## config.mk

```make
export PLATFORM = sky130hd
export DESIGN_NAME = peripheral_signal_routing
export DESIGN_NICKNAME = d
export VERILOG_FILES = /design/src/core/routing_pkg.sv /design/src/core/pin_sync.sv /design/src/core/peripheral_signal_routing.sv
export VERILOG_INCLUDE_DIRS = /design/src /design/src/core
export SDC_FILE = /design/constraint.sdc
export NUM_CORES = 1
export LEC_CHECK = 0
export BUFFER_PORTS_ARGS = -buffer_cell sky130_fd_sc_hd__buf_2
export CORE_MARGIN = 2
export CORE_UTILIZATION = 23
export DETAILED_ROUTE_END_ITERATION = 8
export HOLD_SLACK_MARGIN = 0.06
export PLACE_DENSITY_LB_ADDON = 0.12
export SLEW_MARGIN = 20
export SYNTH_ARGS = -nofsm -noshare
export SYNTH_HDL_FRONTEND = slang
export SYNTH_SLANG_ARGS = --single-unit
```

## constraint.sdc

```tcl
create_clock -name mclk -period 1.8 [get_ports mclk]
set_input_delay 0 -clock mclk [delete_from_list [all_inputs] [get_ports mclk]]
set_output_delay 0 -clock mclk [all_outputs]
set_load 0.05 [all_outputs]
```

## src/core/routing_defines.svh

```systemverilog
// Offsets, field positions, reset values and fixed masks of the routing block
`ifndef ROUTING_DEFINES_SVH
`define ROUTING_DEFINES_SVH

// Register byte addresses
`define OFF_PORT_P_DATA        12'h258
`define OFF_PORT_P_DIR         12'h25c
`define OFF_ROUTING_TWO        12'h260
`define OFF_LINK_CTRL          12'h264

// Reset values
`define RST_PORT_P_DATA        8'h00
`define RST_PORT_P_DIR         8'h00
`define RST_ROUTING_TWO        8'h00
`define RST_LINK_CTRL          8'h00

// Field positions of the routing register
`define RT_CAPTURE_BIT         7
`define RT_SPI_BIT             5
`define RT_SERIAL_ONE_BIT      4
`define RT_LIN_MSB             3
`define RT_LIN_LSB             0
`define RT_WRITE_MASK          8'hbf

// Field positions of the link control register
`define LC_DIRECT_DRIVE_BIT    0
`define LC_PHY_ENABLE_BIT      1
`define LC_WRITE_MASK          8'h03

// Port P data bits 7:6 always read zero
`define PORT_P_DATA_MASK       8'h3f
// Pins whose PWM may be moved to port S
`define PWM_PORT_S_PINS        6'h30
// Pins whose PWM yields to a routed driver function
`define PWM_DRIVER_PINS        6'h3a

// AXI4-Lite responses
`define RESP_OKAY              2'b00
`define RESP_SLVERR            2'b10

`endif

```

## src/core/routing_pkg.sv

```systemverilog
// Types shared by the peripheral signal routing block
package routing_pkg;

  typedef enum logic [3:0] {
    LIN_INTERNAL = 4'h0,
    LIN_DIRECT   = 4'h1,
    LIN_PROBE    = 4'hc,
    LIN_CONFORM  = 4'he
  } lin_route_mode_t;

endpackage : routing_pkg

```

## src/core/pin_sync.sv

```systemverilog
// Two-flop synchroniser for a vector of pin inputs
`timescale 1ns/1ps
module pin_sync #(
  parameter int WIDTH = 6
) (
  // Clock and reset
  input  wire logic             mclk,
  input  wire logic             rst_n,
  // Pins and synchronised copy
  input  wire logic [WIDTH-1:0] pin_in,
  output logic      [WIDTH-1:0] pin_sync_out
);

  logic [WIDTH-1:0] stage_one_reg;
  logic [WIDTH-1:0] stage_one_next;
  logic [WIDTH-1:0] stage_two_next;

  initial
  begin
    if (WIDTH < 1)
      $error("pin_sync: WIDTH must be at least 1");
  end

  always_comb
  begin
    stage_one_next = pin_in;
    stage_two_next = stage_one_reg;
  end

  always_ff @(posedge mclk)
  begin
    if (!rst_n)
    begin
      stage_one_reg <= '0;
      pin_sync_out  <= '0;
    end
    else
    begin
      stage_one_reg <= stage_one_next;
      pin_sync_out  <= stage_two_next;
    end
  end

endmodule : pin_sync

```

## src/core/peripheral_signal_routing.sv

```systemverilog
// Peripheral-to-pin routing with port P data register, AXI4-Lite slave
`timescale 1ns/1ps
`include "routing_defines.svh"
module peripheral_signal_routing #(
  parameter int ADDR_W = 12
) (
  // Clock and reset
  input  wire logic              mclk,
  input  wire logic              rst_n,
  // AXI4-Lite write channels
  input  wire logic [ADDR_W-1:0] s_axi_awaddr,
  input  wire logic              s_axi_awvalid,
  output logic                   s_axi_awready,
  input  wire logic [31:0]       s_axi_wdata,
  input  wire logic [3:0]        s_axi_wstrb,
  input  wire logic              s_axi_wvalid,
  output logic                   s_axi_wready,
  output logic [1:0]             s_axi_bresp,
  output logic                   s_axi_bvalid,
  input  wire logic              s_axi_bready,
  // AXI4-Lite read channels
  input  wire logic [ADDR_W-1:0] s_axi_araddr,
  input  wire logic              s_axi_arvalid,
  output logic                   s_axi_arready,
  output logic [31:0]            s_axi_rdata,
  output logic [1:0]             s_axi_rresp,
  output logic                   s_axi_rvalid,
  input  wire logic              s_axi_rready,
  // Chip state
  input  wire logic              special_mode,
  input  wire logic              serial_zero_enable,
  input  wire logic              serial_one_enable,
  // Serial interface zero and transceiver
  input  wire logic              serial_zero_tx,
  output logic                   serial_zero_rx,
  output logic                   transceiver_tx_in,
  input  wire logic              transceiver_rx_out,
  // Serial interface one
  input  wire logic              serial_one_tx,
  output logic                   serial_one_rx,
  // SPI
  input  wire logic              spi_ss_out,
  input  wire logic              spi_ss_oe,
  input  wire logic              spi_sck_out,
  input  wire logic              spi_sck_oe,
  output logic                   spi_ss_in,
  output logic                   spi_sck_in,
  // Timer unit
  output logic                   timer_capture_three,
  // Timer port pins
  input  wire logic [3:0]        timer_pin_in,
  output logic      [3:0]        timer_pin_out,
  output logic      [3:0]        timer_pin_oe,
  // Port S pins
  input  wire logic [5:0]        s_pin_in,
  output logic      [5:0]        s_pin_out,
  output logic      [5:0]        s_pin_oe,
  // PWM and driver state for port P
  input  wire logic [5:0]        pwm_out,
  input  wire logic [5:0]        pwm_channel_enable,
  input  wire logic [5:0]        pwm_to_port_s,
  input  wire logic [5:0]        driver_uses_pin,
  // Port P pins
  input  wire logic [5:0]        p_pin_in,
  output logic      [5:0]        p_pin_out,
  output logic      [5:0]        p_pin_oe
);

  initial
  begin
    if (ADDR_W < 10 || ADDR_W > 32)
      $error("peripheral_signal_routing: ADDR_W must be 10..32");
  end

  // Literals cannot be bit-selected, so the masks get names
  localparam logic [5:0] PWM_S_MASK   = `PWM_PORT_S_PINS;
  localparam logic [5:0] PWM_DRV_MASK = `PWM_DRIVER_PINS;

  // Register file
  logic [7:0]        port_p_pin_data_reg, port_p_pin_data_next;
  logic [7:0]        port_p_dir_reg, port_p_dir_next;
  logic [7:0]        peripheral_routing_two_reg, peripheral_routing_two_next;
  logic [7:0]        link_ctrl_reg, link_ctrl_next;
  logic              route_lock_reg, route_lock_next;
  // Bus state
  logic              aw_have_reg, aw_have_next;
  logic [ADDR_W-1:0] aw_addr_reg, aw_addr_next;
  logic              w_have_reg, w_have_next;
  logic [7:0]        w_data_reg, w_data_next;
  logic              w_lane_reg, w_lane_next;
  logic              awready_next, wready_next, bvalid_next;
  logic              arready_next, rvalid_next;
  logic [1:0]        bresp_next, rresp_next;
  logic [31:0]       rdata_next;
  // Pin and peripheral outputs
  logic              serial_zero_rx_next, transceiver_tx_in_next;
  logic              serial_one_rx_next, spi_ss_in_next, spi_sck_in_next;
  logic              timer_capture_three_next;
  logic [3:0]        timer_pin_out_next, timer_pin_oe_next;
  logic [5:0]        s_pin_out_next, s_pin_oe_next;
  logic [5:0]        p_pin_out_next, p_pin_oe_next;

  logic [5:0]        p_pin_sync;
  logic [5:0]        pwm_avail;
  logic [5:0]        p_read;
  routing_pkg::lin_route_mode_t lin_mode;
  logic              phy_on;
  logic              aw_fire, w_fire, wr_fire, ar_fire;
  logic [ADDR_W-1:0] ar_word, aw_word;

  pin_sync #(
    .WIDTH (6)
  ) u_port_p_sync (
    .mclk         (mclk),
    .rst_n        (rst_n),
    .pin_in       (p_pin_in),
    .pin_sync_out (p_pin_sync)
  );

  assign lin_mode = routing_pkg::lin_route_mode_t'(
                      peripheral_routing_two_reg[`RT_LIN_MSB:`RT_LIN_LSB]);
  assign phy_on   = link_ctrl_reg[`LC_PHY_ENABLE_BIT];

  // Register and bus next-state logic
  always_comb
  begin
    aw_fire  = s_axi_awvalid && s_axi_awready;
    w_fire   = s_axi_wvalid && s_axi_wready;
    ar_fire  = s_axi_arvalid && s_axi_arready;
    wr_fire  = aw_have_reg && w_have_reg && !s_axi_bvalid;
    aw_word  = {aw_addr_reg[ADDR_W-1:2], 2'b00};
    ar_word  = {s_axi_araddr[ADDR_W-1:2], 2'b00};
    for (int i = 0; i < 6; i++)
      p_read[i] = port_p_dir_reg[i] ? port_p_pin_data_reg[i]
                                    : p_pin_sync[i];

    port_p_pin_data_next        = port_p_pin_data_reg;
    port_p_dir_next             = port_p_dir_reg;
    peripheral_routing_two_next = peripheral_routing_two_reg;
    link_ctrl_next              = link_ctrl_reg;
    route_lock_next             = route_lock_reg;
    aw_have_next = aw_have_reg;
    aw_addr_next = aw_addr_reg;
    w_have_next  = w_have_reg;
    w_data_next  = w_data_reg;
    w_lane_next  = w_lane_reg;
    bvalid_next  = s_axi_bvalid;
    bresp_next   = s_axi_bresp;
    rvalid_next  = s_axi_rvalid;
    rresp_next   = s_axi_rresp;
    rdata_next   = s_axi_rdata;

    if (aw_fire)
    begin
      aw_have_next = 1'b1;
      aw_addr_next = s_axi_awaddr;
    end
    if (w_fire)
    begin
      w_have_next = 1'b1;
      w_data_next = s_axi_wdata[7:0];
      w_lane_next = s_axi_wstrb[0];
    end
    if (s_axi_bvalid && s_axi_bready)
      bvalid_next = 1'b0;

    if (wr_fire)
    begin
      aw_have_next = 1'b0;
      w_have_next  = 1'b0;
      bvalid_next  = 1'b1;
      bresp_next   = `RESP_OKAY;
      case (aw_word)
        ADDR_W'(`OFF_PORT_P_DATA):
          if (w_lane_reg)
            port_p_pin_data_next = w_data_reg & `PORT_P_DATA_MASK;
        ADDR_W'(`OFF_PORT_P_DIR):
          if (w_lane_reg)
            port_p_dir_next = w_data_reg & `PORT_P_DATA_MASK;
        ADDR_W'(`OFF_ROUTING_TWO):
          // Locked writes finish with OKAY but change nothing
          if (w_lane_reg && (special_mode || !route_lock_reg))
          begin
            peripheral_routing_two_next = w_data_reg & `RT_WRITE_MASK;
            if (!special_mode)
              route_lock_next = 1'b1;
          end
        ADDR_W'(`OFF_LINK_CTRL):
          if (w_lane_reg)
            link_ctrl_next = w_data_reg & `LC_WRITE_MASK;
        default:
          bresp_next = `RESP_SLVERR;
      endcase
    end

    if (s_axi_rvalid && s_axi_rready)
      rvalid_next = 1'b0;
    if (ar_fire)
    begin
      rvalid_next = 1'b1;
      rresp_next  = `RESP_OKAY;
      rdata_next  = 32'h0000_0000;
      case (ar_word)
        ADDR_W'(`OFF_PORT_P_DATA):
          rdata_next[7:0] = {2'b00, p_read};
        ADDR_W'(`OFF_PORT_P_DIR):
          rdata_next[7:0] = port_p_dir_reg;
        ADDR_W'(`OFF_ROUTING_TWO):
          rdata_next[7:0] = peripheral_routing_two_reg;
        ADDR_W'(`OFF_LINK_CTRL):
          rdata_next[7:0] = link_ctrl_reg;
        default:
          rresp_next = `RESP_SLVERR;
      endcase
    end

    // Ready flags are registered from the next held state, so they match the held state in the same cycle
    awready_next = !aw_have_next;
    wready_next  = !w_have_next;
    arready_next = !rvalid_next;
  end

  // Pin routing next-state logic
  always_comb
  begin
    timer_pin_out_next = 4'h0;
    timer_pin_oe_next  = 4'h0;
    s_pin_out_next     = 6'h00;
    s_pin_oe_next      = 6'h00;
    serial_zero_rx_next    = transceiver_rx_out;
    transceiver_tx_in_next = serial_zero_tx;

    case (lin_mode)
      routing_pkg::LIN_INTERNAL:
        transceiver_tx_in_next = serial_zero_tx;
      routing_pkg::LIN_DIRECT:
        // Off transceiver keeps the serial line so no stale bit leaks
        transceiver_tx_in_next = phy_on ?
          link_ctrl_reg[`LC_DIRECT_DRIVE_BIT] : serial_zero_tx;
      routing_pkg::LIN_PROBE:
      begin
        timer_pin_out_next[3] = serial_zero_tx;
        timer_pin_oe_next[3]  = serial_zero_enable;
        timer_pin_out_next[2] = transceiver_rx_out;
        timer_pin_oe_next[2]  = phy_on;
      end
      routing_pkg::LIN_CONFORM:
      begin
        transceiver_tx_in_next = timer_pin_in[3];
        serial_zero_rx_next    = timer_pin_in[0];
        timer_pin_out_next[1]  = serial_zero_tx;
        timer_pin_oe_next[1]   = serial_zero_enable;
        timer_pin_out_next[2]  = transceiver_rx_out;
        timer_pin_oe_next[2]   = phy_on;
      end
      default:
        transceiver_tx_in_next = serial_zero_tx;
    endcase

    // SPI yields timer pins already driven by the transceiver routes
    if (peripheral_routing_two_reg[`RT_SPI_BIT])
    begin
      spi_ss_in_next  = timer_pin_in[3];
      spi_sck_in_next = timer_pin_in[2];
      if (!timer_pin_oe_next[3])
      begin
        timer_pin_out_next[3] = spi_ss_out;
        timer_pin_oe_next[3]  = spi_ss_oe;
      end
      if (!timer_pin_oe_next[2])
      begin
        timer_pin_out_next[2] = spi_sck_out;
        timer_pin_oe_next[2]  = spi_sck_oe;
      end
    end
    else
    begin
      spi_ss_in_next   = s_pin_in[5];
      spi_sck_in_next  = s_pin_in[4];
      s_pin_out_next[5] = spi_ss_out;
      s_pin_oe_next[5]  = spi_ss_oe;
      s_pin_out_next[4] = spi_sck_out;
      s_pin_oe_next[4]  = spi_sck_oe;
    end

    if (peripheral_routing_two_reg[`RT_SERIAL_ONE_BIT])
    begin
      serial_one_rx_next = s_pin_in[2];
      s_pin_out_next[3]  = serial_one_tx;
      s_pin_oe_next[3]   = serial_one_enable;
    end
    else
    begin
      serial_one_rx_next = s_pin_in[0];
      s_pin_out_next[1]  = serial_one_tx;
      s_pin_oe_next[1]   = serial_one_enable;
    end

    timer_capture_three_next =
      peripheral_routing_two_reg[`RT_CAPTURE_BIT] ?
      transceiver_rx_out : timer_pin_in[3];

    for (int i = 0; i < 6; i++)
    begin
      pwm_avail[i] = pwm_channel_enable[i]
        && !(PWM_S_MASK[i] && pwm_to_port_s[i])
        && !(PWM_DRV_MASK[i] && driver_uses_pin[i]);
      p_pin_out_next[i] = pwm_avail[i] ? pwm_out[i] : port_p_pin_data_reg[i];
      p_pin_oe_next[i]  = pwm_avail[i] || port_p_dir_reg[i];
    end
  end

  always_ff @(posedge mclk)
  begin
    if (!rst_n)
    begin
      port_p_pin_data_reg        <= `RST_PORT_P_DATA;
      port_p_dir_reg             <= `RST_PORT_P_DIR;
      peripheral_routing_two_reg <= `RST_ROUTING_TWO;
      link_ctrl_reg              <= `RST_LINK_CTRL;
      route_lock_reg             <= 1'b0;
      aw_have_reg   <= 1'b0;
      aw_addr_reg   <= '0;
      w_have_reg    <= 1'b0;
      w_data_reg    <= 8'h00;
      w_lane_reg    <= 1'b0;
      s_axi_awready <= 1'b0;
      s_axi_wready  <= 1'b0;
      s_axi_bvalid  <= 1'b0;
      s_axi_bresp   <= 2'b00;
      s_axi_arready <= 1'b0;
      s_axi_rvalid  <= 1'b0;
      s_axi_rresp   <= 2'b00;
      s_axi_rdata   <= 32'h0000_0000;
      serial_zero_rx      <= 1'b0;
      transceiver_tx_in   <= 1'b0;
      serial_one_rx       <= 1'b0;
      spi_ss_in           <= 1'b0;
      spi_sck_in          <= 1'b0;
      timer_capture_three <= 1'b0;
      timer_pin_out <= 4'h0;
      timer_pin_oe  <= 4'h0;
      s_pin_out     <= 6'h00;
      s_pin_oe      <= 6'h00;
      p_pin_out     <= 6'h00;
      p_pin_oe      <= 6'h00;
    end
    else
    begin
      port_p_pin_data_reg        <= port_p_pin_data_next;
      port_p_dir_reg             <= port_p_dir_next;
      peripheral_routing_two_reg <= peripheral_routing_two_next;
      link_ctrl_reg              <= link_ctrl_next;
      route_lock_reg             <= route_lock_next;
      aw_have_reg   <= aw_have_next;
      aw_addr_reg   <= aw_addr_next;
      w_have_reg    <= w_have_next;
      w_data_reg    <= w_data_next;
      w_lane_reg    <= w_lane_next;
      s_axi_awready <= awready_next;
      s_axi_wready  <= wready_next;
      s_axi_bvalid  <= bvalid_next;
      s_axi_bresp   <= bresp_next;
      s_axi_arready <= arready_next;
      s_axi_rvalid  <= rvalid_next;
      s_axi_rresp   <= rresp_next;
      s_axi_rdata   <= rdata_next;
      serial_zero_rx      <= serial_zero_rx_next;
      transceiver_tx_in   <= transceiver_tx_in_next;
      serial_one_rx       <= serial_one_rx_next;
      spi_ss_in           <= spi_ss_in_next;
      spi_sck_in          <= spi_sck_in_next;
      timer_capture_three <= timer_capture_three_next;
      timer_pin_out <= timer_pin_out_next;
      timer_pin_oe  <= timer_pin_oe_next;
      s_pin_out     <= s_pin_out_next;
      s_pin_oe      <= s_pin_oe_next;
      p_pin_out     <= p_pin_out_next;
      p_pin_oe      <= p_pin_oe_next;
    end
  end

endmodule : peripheral_signal_routing

```

==> flow_metrics.env <==
export IMPL_antenna_found_initial=0
export IMPL_h_tree_depth=3
export IMPL_worst_pin_slew_ns=0.557
export IMPL_hpwl_um=7930
export IMPL_yosys_area_top_type="dfxtp_1"
export IMPL_critPathMaxStageDelay_ns=0.67
export IMPL_rsz0062_at_grt="no"
export IMPL_die_w_um=135
export IMPL_async_flop_share=0
export IMPL_rows=47
export IMPL_clkSinkCount=100
export IMPL_hold_violations=0
export IMPL_fp_dieArea_sq_um=18300
export IMPL_root_buffer="clkbuf_16"
export IMPL_synthCells=438
export IMPL_io_buffer_count=121
export IMPL_routabilityCongestion=0.721
export IMPL_reg2reg_depth=3
export IMPL_p_leak_nw=2.57
export IMPL_crit_buf_inv=1
export IMPL_dr_pass1_iters=4
export IMPL_synth_ff_type="dfxtp_1"
export IMPL_relSlewSlack=0.628
export IMPL_worstPathArrival_ns=1.86
export IMPL_layoutNonFillerInstCount=861
export IMPL_syn_area_per_cell_sq_um=9.04
export IMPL_grt_pass1_vias=3448
export IMPL_boundaryPins=196
export IMPL_dp_cells=765
export IMPL_rrSetupSlack_ns=0.17
export IMPL_routedWlPerCell_um=13.1
export IMPL_worstPathRequired_ns=2.02
export IMPL_startpoint_type="flip-flop"
export IMPL_routed_wl_um=11300
export IMPL_routed_via_density=4.15
export IMPL_hold_slack_ns=0.0883
export IMPL_end_kind="flip-flop"
export IMPL_cts_made_buffers=9
export IMPL_setup_viol=0
export IMPL_grt_busiest_layer="met2"
export IMPL_multiInputGateArea_sq_um=1760
export IMPL_area_growth_syn_to_layout_pct=46.5
export IMPL_holdPathStages=3
export IMPL_cts_clk_slew_worst_paths_ns=0.07
export IMPL_finish_utilization=0.347
export IMPL_grtUsageTotal=0.125
export IMPL_fmax_mhz=613
export IMPL_fill_cells=1785
export IMPL_nets=753
export IMPL_irDropWorstVdd_mv=0.456
export IMPL_post_route_period_util=0.906
export IMPL_cts_tree="done"
export IMPL_fin_setup_tns_ns=0
export IMPL_ff_latch_area_sq_um=2000
export IMPL_drtAntennaViolNets=0
export IMPL_fp_dieH_um=135
export IMPL_outcome="finished, final reports clean"
export IMPL_largest_reg_flops=10
export IMPL_grt_use_met1=0.160
export IMPL_reg2reg_from="peripheral_routing_two_reg[5]"
export IMPL_grt_max_degree=55
export IMPL_clock_skew_ns=0.00440
export IMPL_cap_violations=0
export IMPL_drt_iter0_drc=150
export IMPL_synth_edff_count=0
export IMPL_coreArea_sq_um=16700
export IMPL_maxSlewViolCount=0
export IMPL_clk_latency_ns=0.34
export IMPL_clockBufferDepth=2
export IMPL_hp_class="in -> reg"
export IMPL_hold_end="w_have_reg"
export IMPL_synth_seq_cells=100
export IMPL_grt_pass1_wl_um=17600
export IMPL_total_power_mw=5.02
export IMPL_cp_slowest_cell="dfxtp_1"
export IMPL_dr_total_vias=3571
export IMPL_gr_usage_met2=0.206
export IMPL_n_antenna_cell=0
export IMPL_yosysWarnings=0
export IMPL_synth_cell_types=43
export IMPL_crit_type="reg -> reg"
export IMPL_drc_errors=0
export IMPL_initial_utilization=0.237
export IMPL_r2r_end="spi_ss_in"
export IMPL_p_per_area_nw_per_um2=865
export IMPL_use_met3=0.0206
export IMPL_min_delay_start="s_axi_wvalid"
export IMPL_synth_area_top_cells="dfxtp_1 51%, mux2i_1 6.3%, buf_4 6.3%"
export IMPL_cp_cell_sequence="mux2i_1 > dlygate4sd3_1 > nor2_1"
export IMPL_crit_fanout=11
export IMPL_drive_gt1_frac=0.237
export IMPL_netlist_area_sq_um=3960
export IMPL_yosysSeqAreaShare=0.506
export IMPL_fin_crit_ns=1.63
export IMPL_cp_top_family="flip-flops"
export IMPL_synth_top_area_frac=0.506
export IMPL_gr_total_overflow=0
[worst max path at each step]
stage | startpoint | to | slack, ns | depth (start not counted)
2_1_floorplan | s_axi_bvalid | port_p_pin_data_reg[0] | 0.23 | 5
3_3_place_gp | aw_addr_reg[9] | port_p_dir_reg[4] | 0.19 | 5
3_5_place_dp | aw_addr_reg[9] | port_p_dir_reg[1] | 0.16 | 5
4_1_cts | s_axi_arready | s_axi_rresp[1] | 0.05 | 4
5_1_grt | s_axi_arready | s_axi_rresp[1] | 0.04 | 4
6_report | peripheral_routing_two_reg[5] | spi_ss_in | 0.17 | 3
[synth_stat cells, types with 4 or more instances]
| master | number |
|---|---|
| mux2i_1 | 25 |
| nor2_1 | 51 |
| a21oi_1 | 35 |
| dfxtp_1 | 100 |
| a22oi_1 | 6 |
| o21ai_1 | 8 |
| nand3_1 | 20 |
| nand2b_1 | 10 |
| and2_1 | 18 |
| clkbuf_1 | 15 |
| and3_1 | 6 |
| o21ai_0 | 18 |
| buf_4 | 33 |
| nor3b_1 | 4 |
| nand2_1 | 48 |
| nor2b_1 | 5 |
[final cells by class]
| cell class | instances | area share |
|---|---|---|
| clock buffer | 15 | 0.0462 |
| clock inverter | 1 | 0.00518 |
| inverter | 2 | 0.00129 |
| multi-input combinational | 316 | 0.303 |
| sequential | 100 | 0.345 |
| tap | 220 | 0.0475 |
| timing repair buffer | 207 | 0.252 |
[through the flow]
stage	worst slack, ns	instance area, sq um
CTS	0.0503	5780
global placement	0.191	4700
finish	0.169	5800
global route	0.0439	5800
floorplan	0.229	4080
detailed placement	0.163	4700
[kinds of logic (layout without fill, tap and decap cells)]
group / count (synthesis) / count (layout) / share of synthesized area
buffers and inverters: 54 / 225 / 0.0834
AO/OA/AOI/OAI: 71 / 71 / 0.0964
flip-flops: 100 / 100 / 0.506
other: 1 / 33 / 0.000947
AND/OR/NAND/NOR: 185 / 185 / 0.245
multiplexers: 27 / 27 / 0.0689
[metal layers]
metal  vias up  part of all wire
met5         -                 0
met4         0             0.020
met3        14             0.043
met2       105              0.47
met1      1634              0.47
li1       1818                 -
[worst reg2reg max path: stages, from the launching register on]
cell and delay, ns:
dfxtp_1 0.67, mux2i_1 0.24, dlygate4sd3_1 0.57, nor2_1 0.04
[report_power, final]
part	switching, mW	total [mW]	internal [mW]
logic	0.458	0.719	0.261
registers	0.0381	2.32	2.28
clock network	0.819	1.98	1.16
total	1.31	5.01	3.70
[cell usage in the layout (no fill, tap or decap), types with 3 or more instances in the layout]
master	instances
dlygate4sd3_1	79
o21ai_0	18
nand2_1	48
nand2b_1	10
and2_1	18
buf_4	6
nor2_1	51
nor3b_1	4
and3b_1	3
buf_2	121
clkbuf_16	9
a22oi_1	6
o21ai_1	8
nand3_1	20
a21oi_1	35
and3_1	6
dfxtp_1	100
clkbuf_1	4
nor2b_1	5
conb_1	33
nand4_1	3
mux2i_1	25
[what timing repair did]
action,in CTS,in global routing
endpoints found under the setup margin,0,1
hold buffers,79,0
buffers inserted,0,1
gates resized for setup,0,1
endpoints found under the hold margin,65,0
Note: power is estimated with default switching activity, not from simulation.
